[src/design/ccs_defs.svh]
// Offsets, field positions, reset values and timing counts of the sequencer.
// Assumes a 100 MHz ref_clk; register index equals the 10-bit register address.
`ifndef CCS_DEFS_SVH
`define CCS_DEFS_SVH

// Register addresses
`define CCS_ADDR_CTRL       10'h000
`define CCS_ADDR_RAW        10'h00B
`define CCS_ADDR_SEQ_CFG    10'h001
`define CCS_ADDR_STAGE_BASE 10'h080
`define CCS_STAGE_STRIDE    8
`define CCS_ADDR_RES_BASE   10'h0E0

// Control and sequence register fields
`define CCS_MODE_LSB  0
`define CCS_DLY_LSB   2
`define CCS_DEC_LSB   8
`define CCS_SEQ_LSB   0
`define CCS_SKIP_LSB  4

// Reset values
`define CCS_CTRL_RST  16'h0000
`define CCS_SEQCFG_RST 16'h0000

// Timing: modulator 240 kHz at 100 MHz
`define CCS_CLK_HZ      100000000
`define CCS_MOD_HZ      240000
`define CCS_MOD_DIV     (`CCS_CLK_HZ / `CCS_MOD_HZ)
`define CCS_LP_STEP_MS  100
`define CCS_LP_STEP_CYC (`CCS_LP_STEP_MS * (`CCS_CLK_HZ / 1000))

`define CCS_N_INPUTS 14
`define CCS_N_STAGES 12

`endif

[src/design/ccs_pkg.sv]
// Types shared by the capacitance conversion sequencer files.
// Assumes ccs_defs.svh for sizes and offsets.
`include "ccs_defs.svh"
package ccs_pkg;

  typedef enum logic [1:0] {
    CCS_ROUTE_FLOAT = 2'b00,
    CCS_ROUTE_NEG   = 2'b01,
    CCS_ROUTE_POS   = 2'b10,
    CCS_ROUTE_SHLD  = 2'b11
  } ccs_route_e;

  typedef enum logic [1:0] {
    CCS_ST_IDLE  = 2'b00,
    CCS_ST_CONV  = 2'b01,
    CCS_ST_SLEEP = 2'b10
  } ccs_state_e;

  // Host register access
  typedef struct packed {
    logic        rd;
    logic        wr;
    logic [9:0]  addr;
    logic [15:0] wdata;
  } ccs_bus_s;

  // Per-stage front-end configuration as seen by the analog side
  typedef struct packed {
    logic [27:0] route;
    logic [6:0]  pos_off;
    logic [6:0]  neg_off;
    logic        pos_to_neg;
    logic        neg_to_pos;
  } ccs_afe_s;

endpackage

[src/design/ccs_decimator.sv]
// Averaging decimator: sums modulator bits and emits a 16-bit average.
// Assumes one mod_bit per mod_tick and a start pulse at the beginning of a stage.
`timescale 1ns/1ps
module ccs_decimator
  import ccs_pkg::*;
(
  input  wire logic        ref_clk,
  input  wire logic        rst_n,
  input  wire logic        start,
  input  wire logic        mod_tick,
  input  wire logic        mod_bit,
  input  wire logic [1:0]  dec_sel,
  output logic [15:0]      result,
  output logic             done
);

  typedef struct packed {
    logic        busy;
    logic [8:0]  cnt;
    logic [8:0]  ones;
    logic [15:0] result;
    logic        done;
  } ccs_dec_s;

  ccs_dec_s st_reg;
  ccs_dec_s st_next;

  // Samples per result: 00 -> 256, 01 -> 128, 10/11 -> 64
  function automatic logic [8:0] ccs_dec_len(input logic [1:0] sel);
    unique case (sel)
      2'b00:   ccs_dec_len = 9'h100;
      2'b01:   ccs_dec_len = 9'h080;
      default: ccs_dec_len = 9'h040;
    endcase
  endfunction

  // Scale the count of ones to full 16-bit range; shift keeps it a true average
  function automatic logic [15:0] ccs_scale(input logic [8:0] ones, input logic [1:0] sel);
    logic [24:0] wide;
    wide = {ones, 16'h0000};
    unique case (sel)
      2'b00:   ccs_scale = wide[23:8];
      2'b01:   ccs_scale = wide[22:7];
      default: ccs_scale = wide[21:6];
    endcase
    if (ones == ccs_dec_len(sel)) begin
      ccs_scale = 16'hFFFF;
    end
  endfunction

  // Count samples equal to the decimation ratio, then output the average
  always_comb begin
    st_next = st_reg;
    st_next.done = 1'b0;
    if (start) begin
      st_next.busy = 1'b1;
      st_next.cnt  = 9'h000;
      st_next.ones = 9'h000;
    end else if (st_reg.busy && mod_tick) begin
      st_next.cnt  = st_reg.cnt + 9'h001;
      st_next.ones = st_reg.ones + {8'h00, mod_bit};
      if (st_reg.cnt + 9'h001 == ccs_dec_len(dec_sel)) begin
        st_next.busy   = 1'b0;
        st_next.result = ccs_scale(st_reg.ones + {8'h00, mod_bit}, dec_sel);
        st_next.done   = 1'b1;
      end
    end
  end

  always_ff @(posedge ref_clk or negedge rst_n) begin
    if (!rst_n) begin
      st_reg <= '0;
    end else begin
      st_reg <= st_next;
    end
  end

  assign result = st_reg.result;
  assign done   = st_reg.done;

endmodule

[src/design/ccs_skip_gate.sv]
// Fast FIFO sample selector: marks which results feed proximity detection.
// Assumes result_done pulses once per finished stage result.
`timescale 1ns/1ps
module ccs_skip_gate
  import ccs_pkg::*;
(
  input  wire logic        ref_clk,
  input  wire logic        rst_n,
  input  wire logic        seq_start,
  input  wire logic        result_done,
  input  wire logic [3:0]  skip_cnt,
  output logic             ff_push
);

  typedef struct packed {
    logic [3:0] cnt;
    logic       push;
  } ccs_skip_s;

  ccs_skip_s st_reg;
  ccs_skip_s st_next;

  // Keep one result, then skip the next skip_cnt results
  always_comb begin
    st_next = st_reg;
    st_next.push = 1'b0;
    if (seq_start) begin
      st_next.cnt = 4'h0;
    end else if (result_done) begin
      if (st_reg.cnt == 4'h0) begin
        st_next.push = 1'b1;
        st_next.cnt  = skip_cnt;
      end else begin
        st_next.cnt = st_reg.cnt - 4'h1;
      end
    end
  end

  always_ff @(posedge ref_clk or negedge rst_n) begin
    if (!rst_n) begin
      st_reg <= '0;
    end else begin
      st_reg <= st_next;
    end
  end

  assign ff_push = st_reg.push;

endmodule

[src/design/ccs_sequencer.sv]
// Capacitance conversion sequencer: registers, stage sequencing, modulator
// pacing, low-power wake timing and result registers.
// Assumes a synchronous host register port and a 1-bit modulator stream input.
//
// How it works
// - Each stage routes each of 14 inputs: floating, negative, positive or shield.
// - Results are 16 bits from a modulator paced at 240 kHz.
// - Decimation code sits in control bits 9 and 8.
// - Result averages 256, 128 or 64 samples for codes 00, 01, 1x.
// - Result rates follow: 937.5 Hz, 1.875 kHz, 3.75 kHz.
// - Separate 7-bit positive and negative offsets, each steerable to either input.
// - Up to 12 stages, each with its own configuration.
// - Sequence starts at stage zero and ends at the programmed last index.
// - Last-stage register holds final index, so 5 runs six stages.
// - Differential pair reports at most one button, neither if both pressed.
// - Sequence time follows last index and decimation together; skip count does not change it.
// - Skip count decides which results skip the fast FIFO.
// - Low-power delay code sits in bits 3 and 2 of register 0.
// - Delay codes give 100, 200, 300 or 400 ms.
// - Low-power interval is sequence time plus the selected delay.
// - Raw 16-bit result readable at address 0x00B.
// - Per-stage results sit in a readable third-bank area.
// - Mode bits 1:0: 00 full, 10 low power, 01/11 shutdown; reset 00.
`timescale 1ns/1ps
`include "ccs_defs.svh"
module ccs_sequencer
  import ccs_pkg::*;
#(
  parameter int unsigned LP_STEP_CYC = `CCS_LP_STEP_CYC
)
(
  input  wire logic        ref_clk,
  input  wire logic        rst_n,
  input  wire logic        reg_rd,
  input  wire logic        reg_wr,
  input  wire logic [9:0]  reg_addr,
  input  wire logic [15:0] reg_wdata,
  output logic [15:0]      reg_rdata,
  input  wire logic        mod_bit,
  input  wire logic        btn_a_touch,
  input  wire logic        btn_b_touch,
  output ccs_afe_s         afe_cfg,
  output logic             mod_sample,
  output logic [3:0]       stage_idx,
  output logic             converting,
  output logic             ff_push,
  output logic             btn_a_active,
  output logic             btn_b_active
);

  ////////////////////////////////////////////////////////////////////////////
  // Register map; every register is one 16-bit word
  //   0x000        control: mode [1:0], low-power delay [3:2], decimation [9:8]
  //   0x001        sequence: last stage index [3:0], fast FIFO skip count [7:4]
  //   0x00B        raw converter result, read only
  //   0x080 + 8*s  routing of sense inputs 0 to 6 of stage s, two bits per input
  //   0x081 + 8*s  routing of sense inputs 7 to 13 of stage s
  //   0x082 + 8*s  positive offset [6:0], its steer [7], negative offset [14:8],
  //                its steer [15]
  //   0x0E0 + s    result of stage s, read only
  // Route codes: 00 floating, 01 negative input, 10 positive input, 11 shield.
  // Unmapped reads return zero and unmapped writes are dropped, so a host that
  // probes the map cannot disturb a running sequence.
  // A last-stage index above 11 is clamped and the sequence runs all 12 stages.
  // Control writes act at the next edge: a new decimation code changes the
  // length of the stage already running, so reprogram between sequences or
  // from shutdown.
  // Mode writes that select shutdown abort the stage in progress; its partial
  // sum is thrown away when the next stage starts.
  ////////////////////////////////////////////////////////////////////////////
  typedef struct packed {
    ccs_state_e  state;
    logic        conv;
    logic [15:0] ctrl;
    logic [15:0] seq_cfg;
    logic [3:0]  stage;
    logic [8:0]  mod_cnt;
    logic        mod_tick;
    logic        dec_start;
    logic        seq_start;
    logic [31:0] wait_cnt;
    logic [15:0] raw;
    logic [15:0] rdata;
    ccs_afe_s    afe;
    logic        btn_a;
    logic        btn_b;
  } ccs_top_s;

  // Per-stage config words: 2 route words, 1 offset word; stage results
  logic [15:0] stage_cfg [0:`CCS_N_STAGES-1][0:2];
  logic [15:0] stage_res [0:`CCS_N_STAGES-1];

  ccs_top_s    st_reg;
  ccs_top_s    st_next;
  logic [15:0] dec_result;
  logic        dec_done;
  logic [5:0]  cfg_hit;

  // Decodes a stage register address into {stage, word}; all ones when unmapped
  function automatic logic [5:0] ccs_cfg_hit(input logic [9:0] a);
    logic [9:0] off;
    off = a - `CCS_ADDR_STAGE_BASE;
    ccs_cfg_hit = 6'h3F;
    // Word 3 of stage 15 can never be valid, which frees the all-ones code
    if (a >= `CCS_ADDR_STAGE_BASE && off[9:3] < 7'(`CCS_N_STAGES) && off[2:0] < 3'h3) begin
      ccs_cfg_hit = {off[6:3], off[1:0]};
    end
  endfunction

  // One decode shared by the read mux and the array write port
  assign cfg_hit = ccs_cfg_hit(reg_addr);

  // Gather one stage's front-end view: 28 route bits, offsets and steering
  function automatic ccs_afe_s ccs_afe_of(input logic [15:0] w0,
                                          input logic [15:0] w1,
                                          input logic [15:0] w2);
    ccs_afe_s a;
    a.route      = {w1[13:0], w0[13:0]};
    a.pos_off    = w2[6:0];
    a.pos_to_neg = w2[7];
    a.neg_off    = w2[14:8];
    a.neg_to_pos = w2[15];
    ccs_afe_of = a;
  endfunction

  // Delay steps: 00..11 -> 1..4 steps of 100 ms
  function automatic logic [31:0] ccs_lp_wait(input logic [1:0] sel);
    ccs_lp_wait = 32'(LP_STEP_CYC) * ({30'h0, sel} + 32'h1);
  endfunction

  // Decimator counts paced modulator ticks; a start pulse drops any partial sum
  ccs_decimator u_dec (
    .ref_clk  (ref_clk),
    .rst_n    (rst_n),
    .start    (st_reg.dec_start),
    .mod_tick (st_reg.mod_tick),
    .mod_bit  (mod_bit),
    .dec_sel  (st_reg.ctrl[`CCS_DEC_LSB +: 2]),
    .result   (dec_result),
    .done     (dec_done)
  );

  // Skip gate sees every stage result and restarts its count with each sequence
  ccs_skip_gate u_skip (
    .ref_clk     (ref_clk),
    .rst_n       (rst_n),
    .seq_start   (st_reg.seq_start),
    .result_done (dec_done),
    .skip_cnt    (st_reg.seq_cfg[`CCS_SKIP_LSB +: 4]),
    .ff_push     (ff_push)
  );

  ////////////////////////////////////////////////////////////////////////////
  // Next-state logic: register writes, pacing, stage sequencing
  always_comb begin
    logic [1:0] mode;
    logic [3:0] last;
    st_next = st_reg;
    mode = st_reg.ctrl[`CCS_MODE_LSB +: 2];
    last = st_reg.seq_cfg[`CCS_SEQ_LSB +: 4];
    // An index past the last stage would address no configuration at all
    if (last > 4'(`CCS_N_STAGES - 1)) begin
      last = 4'(`CCS_N_STAGES - 1);
    end
    st_next.dec_start = 1'b0;
    st_next.seq_start = 1'b0;
    st_next.mod_tick  = 1'b0;

    // Host writes
    // Only control and sequence words live here; stage words go to the array
    if (reg_wr) begin
      if (reg_addr == `CCS_ADDR_CTRL) begin
        st_next.ctrl = reg_wdata;
      end else if (reg_addr == `CCS_ADDR_SEQ_CFG) begin
        st_next.seq_cfg = reg_wdata;
      end
    end

    // Host reads, registered one cycle later
    // reg_rdata holds its value until the next read strobe
    if (reg_rd) begin
      st_next.rdata = 16'h0000;
      if (reg_addr == `CCS_ADDR_CTRL) begin
        st_next.rdata = st_reg.ctrl;
      end else if (reg_addr == `CCS_ADDR_SEQ_CFG) begin
        st_next.rdata = st_reg.seq_cfg;
      end else if (reg_addr == `CCS_ADDR_RAW) begin
        st_next.rdata = st_reg.raw;
      end else if (reg_addr >= `CCS_ADDR_RES_BASE &&
                   reg_addr < `CCS_ADDR_RES_BASE + 10'(`CCS_N_STAGES)) begin
        st_next.rdata = stage_res[4'(reg_addr - `CCS_ADDR_RES_BASE)];
      end else if (cfg_hit != 6'h3F) begin
        st_next.rdata = stage_cfg[cfg_hit[5:2]][cfg_hit[1:0]];
      end
    end

    // Modulator pacing at 240 kHz during conversions
    // The divider truncates, so ticks come every 416 cycles, slightly fast
    if (st_reg.state == CCS_ST_CONV) begin
      if (st_reg.mod_cnt == 9'(`CCS_MOD_DIV - 1)) begin
        st_next.mod_cnt  = 9'h000;
        st_next.mod_tick = 1'b1;
      end else begin
        st_next.mod_cnt = st_reg.mod_cnt + 9'h001;
      end
    end else begin
      st_next.mod_cnt = 9'h000;
    end

    // Sequencing; rate emerges from ratio, stage count and delay
    //   IDLE  shutdown or just out of reset; nothing is paced
    //   CONV  one stage at a time, each decimator result moves to the next stage
    //   SLEEP low power only; counts the wake delay, then restarts at stage zero
    // A mode change is seen at any edge, so shutdown never waits for a stage end
    unique case (st_reg.state)
      CCS_ST_IDLE: begin
        if (mode == 2'b00 || mode == 2'b10) begin
          st_next.state     = CCS_ST_CONV;
          st_next.stage     = 4'h0;
          st_next.seq_start = 1'b1;
          st_next.dec_start = 1'b1;
        end
      end
      CCS_ST_CONV: begin
        if (mode[0]) begin
          st_next.state = CCS_ST_IDLE;
        end else if (dec_done) begin
          if (st_reg.stage >= last) begin
            st_next.stage = 4'h0;
            if (mode == 2'b10) begin
              st_next.state    = CCS_ST_SLEEP;
              st_next.wait_cnt = ccs_lp_wait(st_reg.ctrl[`CCS_DLY_LSB +: 2]);
            end else begin
              st_next.seq_start = 1'b1;
              st_next.dec_start = 1'b1;
            end
          end else begin
            st_next.stage     = st_reg.stage + 4'h1;
            st_next.dec_start = 1'b1;
          end
        end
      end
      CCS_ST_SLEEP: begin
        if (mode != 2'b10) begin
          st_next.state = CCS_ST_IDLE;
        end else if (st_reg.wait_cnt <= 32'h1) begin
          st_next.state     = CCS_ST_CONV;
          st_next.seq_start = 1'b1;
          st_next.dec_start = 1'b1;
        end else begin
          st_next.wait_cnt = st_reg.wait_cnt - 32'h1;
        end
      end
      default: st_next.state = CCS_ST_IDLE;
    endcase

    // Completed result only; host never sees a partial value
    if (dec_done && st_reg.state == CCS_ST_CONV) begin
      st_next.raw = dec_result;
      // Differential pair: exclusive, both pressed reports neither
      st_next.btn_a = btn_a_touch && !btn_b_touch;
      st_next.btn_b = btn_b_touch && !btn_a_touch;
    end

    st_next.afe = ccs_afe_of(stage_cfg[st_next.stage][0], stage_cfg[st_next.stage][1],
                             stage_cfg[st_next.stage][2]);

    // Registered so the converting pin is a clean flip-flop output
    st_next.conv = (st_next.state == CCS_ST_CONV);
  end

  ////////////////////////////////////////////////////////////////////////////
  // Registered state
  // Reset selects full power, so conversions begin at the first edge after it
  always_ff @(posedge ref_clk or negedge rst_n) begin
    if (!rst_n) begin
      st_reg       <= '0;
      st_reg.ctrl  <= `CCS_CTRL_RST;
      st_reg.seq_cfg <= `CCS_SEQCFG_RST;
      st_reg.state <= CCS_ST_IDLE;
    end else begin
      st_reg <= st_next;
    end
  end

  // Stage configuration and stage result storage; memories take no reset
  // The host must program every stage it uses before selecting a running mode
  always_ff @(posedge ref_clk) begin
    if (reg_wr && cfg_hit != 6'h3F) begin
      stage_cfg[cfg_hit[5:2]][cfg_hit[1:0]] <= reg_wdata;
    end
    if (dec_done && st_reg.state == CCS_ST_CONV) begin
      stage_res[st_reg.stage] <= dec_result;
    end
  end

  ////////////////////////////////////////////////////////////////////////////
  // Outputs straight from flip-flops
  // converting has its own flop so no decode glitch reaches the pin
  assign reg_rdata    = st_reg.rdata;
  assign afe_cfg      = st_reg.afe;
  assign mod_sample   = st_reg.mod_tick;
  assign stage_idx    = st_reg.stage;
  assign converting   = st_reg.conv;
  assign btn_a_active = st_reg.btn_a;
  assign btn_b_active = st_reg.btn_b;

endmodule

[config.mk]
export PLATFORM = sky130hd
export DESIGN_NAME = ccs_sequencer
export DESIGN_NICKNAME = d
export VERILOG_FILES = /design/src/design/ccs_pkg.sv /design/src/design/ccs_decimator.sv /design/src/design/ccs_skip_gate.sv /design/src/design/ccs_sequencer.sv
export VERILOG_INCLUDE_DIRS = /design/src /design/src/design
export SDC_FILE = /design/constraint.sdc
export NUM_CORES = 1
export LEC_CHECK = 0
export BUFFER_PORTS_ARGS = -buffer_cell sky130_fd_sc_hd__buf_2
export CORE_UTILIZATION = 35
export DETAILED_ROUTE_END_ITERATION = 7
export HOLD_SLACK_MARGIN = 0.06
export SLEW_MARGIN = 20
export SYNTH_ARGS = -nofsm -noshare
export SYNTH_HDL_FRONTEND = slang
export SYNTH_SLANG_ARGS = --single-unit
[constraint.sdc]
create_clock -name ref_clk -period 2.9 [get_ports ref_clk]
set_input_delay 0.87 -clock ref_clk [delete_from_list [all_inputs] [get_ports ref_clk]]
set_output_delay 0.87 -clock ref_clk [all_outputs]
set_load 0.005 [all_outputs]
==> impl_metrics.tcl <==
set metrics [dict create \
    layout-drive-gt1-share 0.2843 \
    htree_levels 3 \
    arrival_ns 3.59 \
    setup_violations 41 \
    status "complete, but fails checks" \
    antenna_found_initial 8 \
    grt_pass1_vias 28150 \
    area_delta_synth_final_pct 26.22 \
    die_area_sq_um 113500 \
    routed_wl_um 131700 \
    ant_nets 0 \
    clk_path_buf_depth 3 \
    fin_crit_sh 1.052 \
    muxShareOfSynthArea 0.07090 \
    nets 3528 \
    path_clk_slew_ns 0.06 \
    root_buffer "clkbuf_16" \
    dp_cells 4810 \
    largest_reg_flops 576 \
    netlist_area_sq_um 39260 \
    fin_area_sq_um 49560 \
    grt_max_degree 61 \
    post-route-min-period_ns 3.052 \
    numCtsBuffers 91 \
    synth_cells 3077 \
    cts-hold-fix-buffers 0 \
    coreArea_sq_um 111000 \
    start_kind "flip-flop" \
    drc 0 \
    worst_slack_ns -0.1516 \
    postLayoutCoreUtil 0.4466 \
    slew_viol_final 0 \
    end_kind "flip-flop" \
    dpl-instance-area_sq_um 45210 \
    postSynth.asyncResetShare 0.2156 \
    track_usage 0.2252 \
    drtPass1Iterations 6 \
    die_w_um 336.9 \
    maxCapViolations 0 \
    max_freq_mhz 327.7 \
    worstSkewPairLatency_ns 0.68 \
    worst_slew_margin_rel 0.4071 \
    violations "setup timing" \
    synth_compound_area_frac 0.1336 \
    synth_top_family_by_area "compound AO/OA/AOI/OAI gates" \
    rr_worst_depth 14 \
    synth-xor-area-share 0.01004 \
    synth-seq-area-share 0.6429 \
    pre_cts_ws_ns -0.6406 \
    crit_type "flip-flop to flip-flop" \
    setup-tns-final_ns -2.956 \
    synth_fa_ha_area_frac 0.008604 \
    vias 29380 \
    ys.warnings.count 0 \
    finalNonFillerCells 5037 \
    cts_sinks 872 \
    required_ns 3.44 \
    ys.flop_type "edfxtp_1" \
    synth-simple-area-share 0.09299 \
    initial_utilization 0.3538 \
    clock-skew-final_ns 0.03844 \
    wl_per_cell_um 26.15 \
    cts_tree "done" \
    crit_fanout 7 \
    fp.dieH_um 336.9 \
    gp_congestion 0.9146 \
    ys_ff_latch 872 \
    rsz0062_at_grt "true" \
    dp_hpwl_um 85990 \
    peakVddDrop_v 0.0004076 \
    synth_edf_count 684 \
    fp-row-count 122 \
    syn_nets 3137 \
    powerDensity_nw_per_um2 536.0 \
    ys_types 85 \
    detail_route.iter0.violations 3598 \
    tightest_slew_ns 0.8893 \
    total_leakage_power_nw 17.38 \
    io_pins 102 \
    avgSynthCellArea_sq_um 12.76 \
    overflow 0 \
    via_per_inst 5.832 \
    grt_pass1_wl_um 188600 \
    hp-class "input port to asynchronous set/reset pin" \
    io_buffers 101 \
    hold_violations 0 \
]
[where the power goes]
group / leakage [nW] / internal [mW] / switching, mW
logic: 7.46 / 0.321 / 0.634
registers: 8.44 / 13.5 / 0.0897
clock network: 1.48 / 6.96 / 5.01
[placed cells by master (no fill, tap or decap), types with 101 or more instances in the layout]
cell type and n:
buf_12 124, nor2_1 106, nand2_1 322, clkbuf_16 101
nand3_1 123, buf_4 314, o22ai_1 255, o21ai_0 196
dfrtp_1 188, edfxtp_1 684, a21oi_1 150
[final cells by class]
class | count | area (sq um)
Antenna cell | 3 | 7.507
Clock buffer | 128 | 2549
Clock inverter | 43 | 484.2
Fill cell | 9912 | 61420
Inverter | 30 | 137.6
Multi-Input combinational cell | 1898 | 13300
Sequential cell | 872 | 25240
Tap cell | 1488 | 1862
Timing Repair Buffer | 574 | 5964
Timing Repair inverter | 1 | 8.758
[worst paths after layout]
| path | start | endpoint | slack, ns |
|---|---|---|---|
| min in group ref_clk | btn_a_active | btn_a_active | 0.47 |
| setup reg to reg | st_reg[129] | afe_cfg[34] | -0.15 |
| max in group asynchronous | rst_n | afe_cfg[42] | 2.04 |
| setup / recovery | st_reg[129] | afe_cfg[34] | -0.15 |
| hold / removal | rst_n | st_reg[96] | 0.13 |
| hold reg to reg | btn_a_active | btn_a_active | 0.47 |
[per-stage QoR]
step                      hold WS, ns  power (mW)
after floorplan                0.4473       14.27
after global placement         0.4581       14.83
after detailed placement       0.4658       14.84
after CTS                      0.1254       26.73
after global routing           0.1550       27.27
final                          0.1334       26.56
[cell families after synthesis]
kind of cell               count (synthesis)
adders and majority gates                 27
muxes                                    185
and+or+nand+nor                          788
buffers and inverters                    308
xor gates and xnor gates                  45
AOI/OAI and AO/OA                        852
DFF                                      872
[Yosys cell counts, types with 57 or more instances]
cell	instances	area [sq um]
o21ai_0	197	986.0
edfxtp_1	684	20540
o22ai_1	255	1595
buf_4	75	563.0
a21oi_1	225	1126
clkbuf_1	109	409.1
nand2_1	331	1242
mux2i_1	70	700.7
buf_2	57	285.3
dfrtp_1	188	4705
nor2_1	147	551.8
nand3_1	127	635.6
mux4_2	70	1577
[critical path, stage by stage, from the launching register on]
cell	delay (ns)
dfrtp_1	0.40
a21o_1	0.19
ha_1	0.26
nand2b_4	0.14
a2111oi_4	0.31
buf_4	0.19
or2_4	0.12
nand3_2	0.07
and2_4	0.21
clkinv_8	0.13
buf_12	0.16
mux4_2	0.32
a21oi_2	0.18
a21oi_2	0.10
buf_4	0.14
[metal layers]
layer  wire (um)  global-route usage
met3       12070             0.04199
met4        4928             0.08569
met1       53560              0.3086
met2       61090              0.3541
met5          64                   0
[timing repair]
item	CTS	global route
cloned	4	9
setup endpoints to repair	44	55
setup buffers	14	30
pin swaps	15	39
gates resized for setup	85	74
Note: power is estimated with default switching activity, not from simulation.
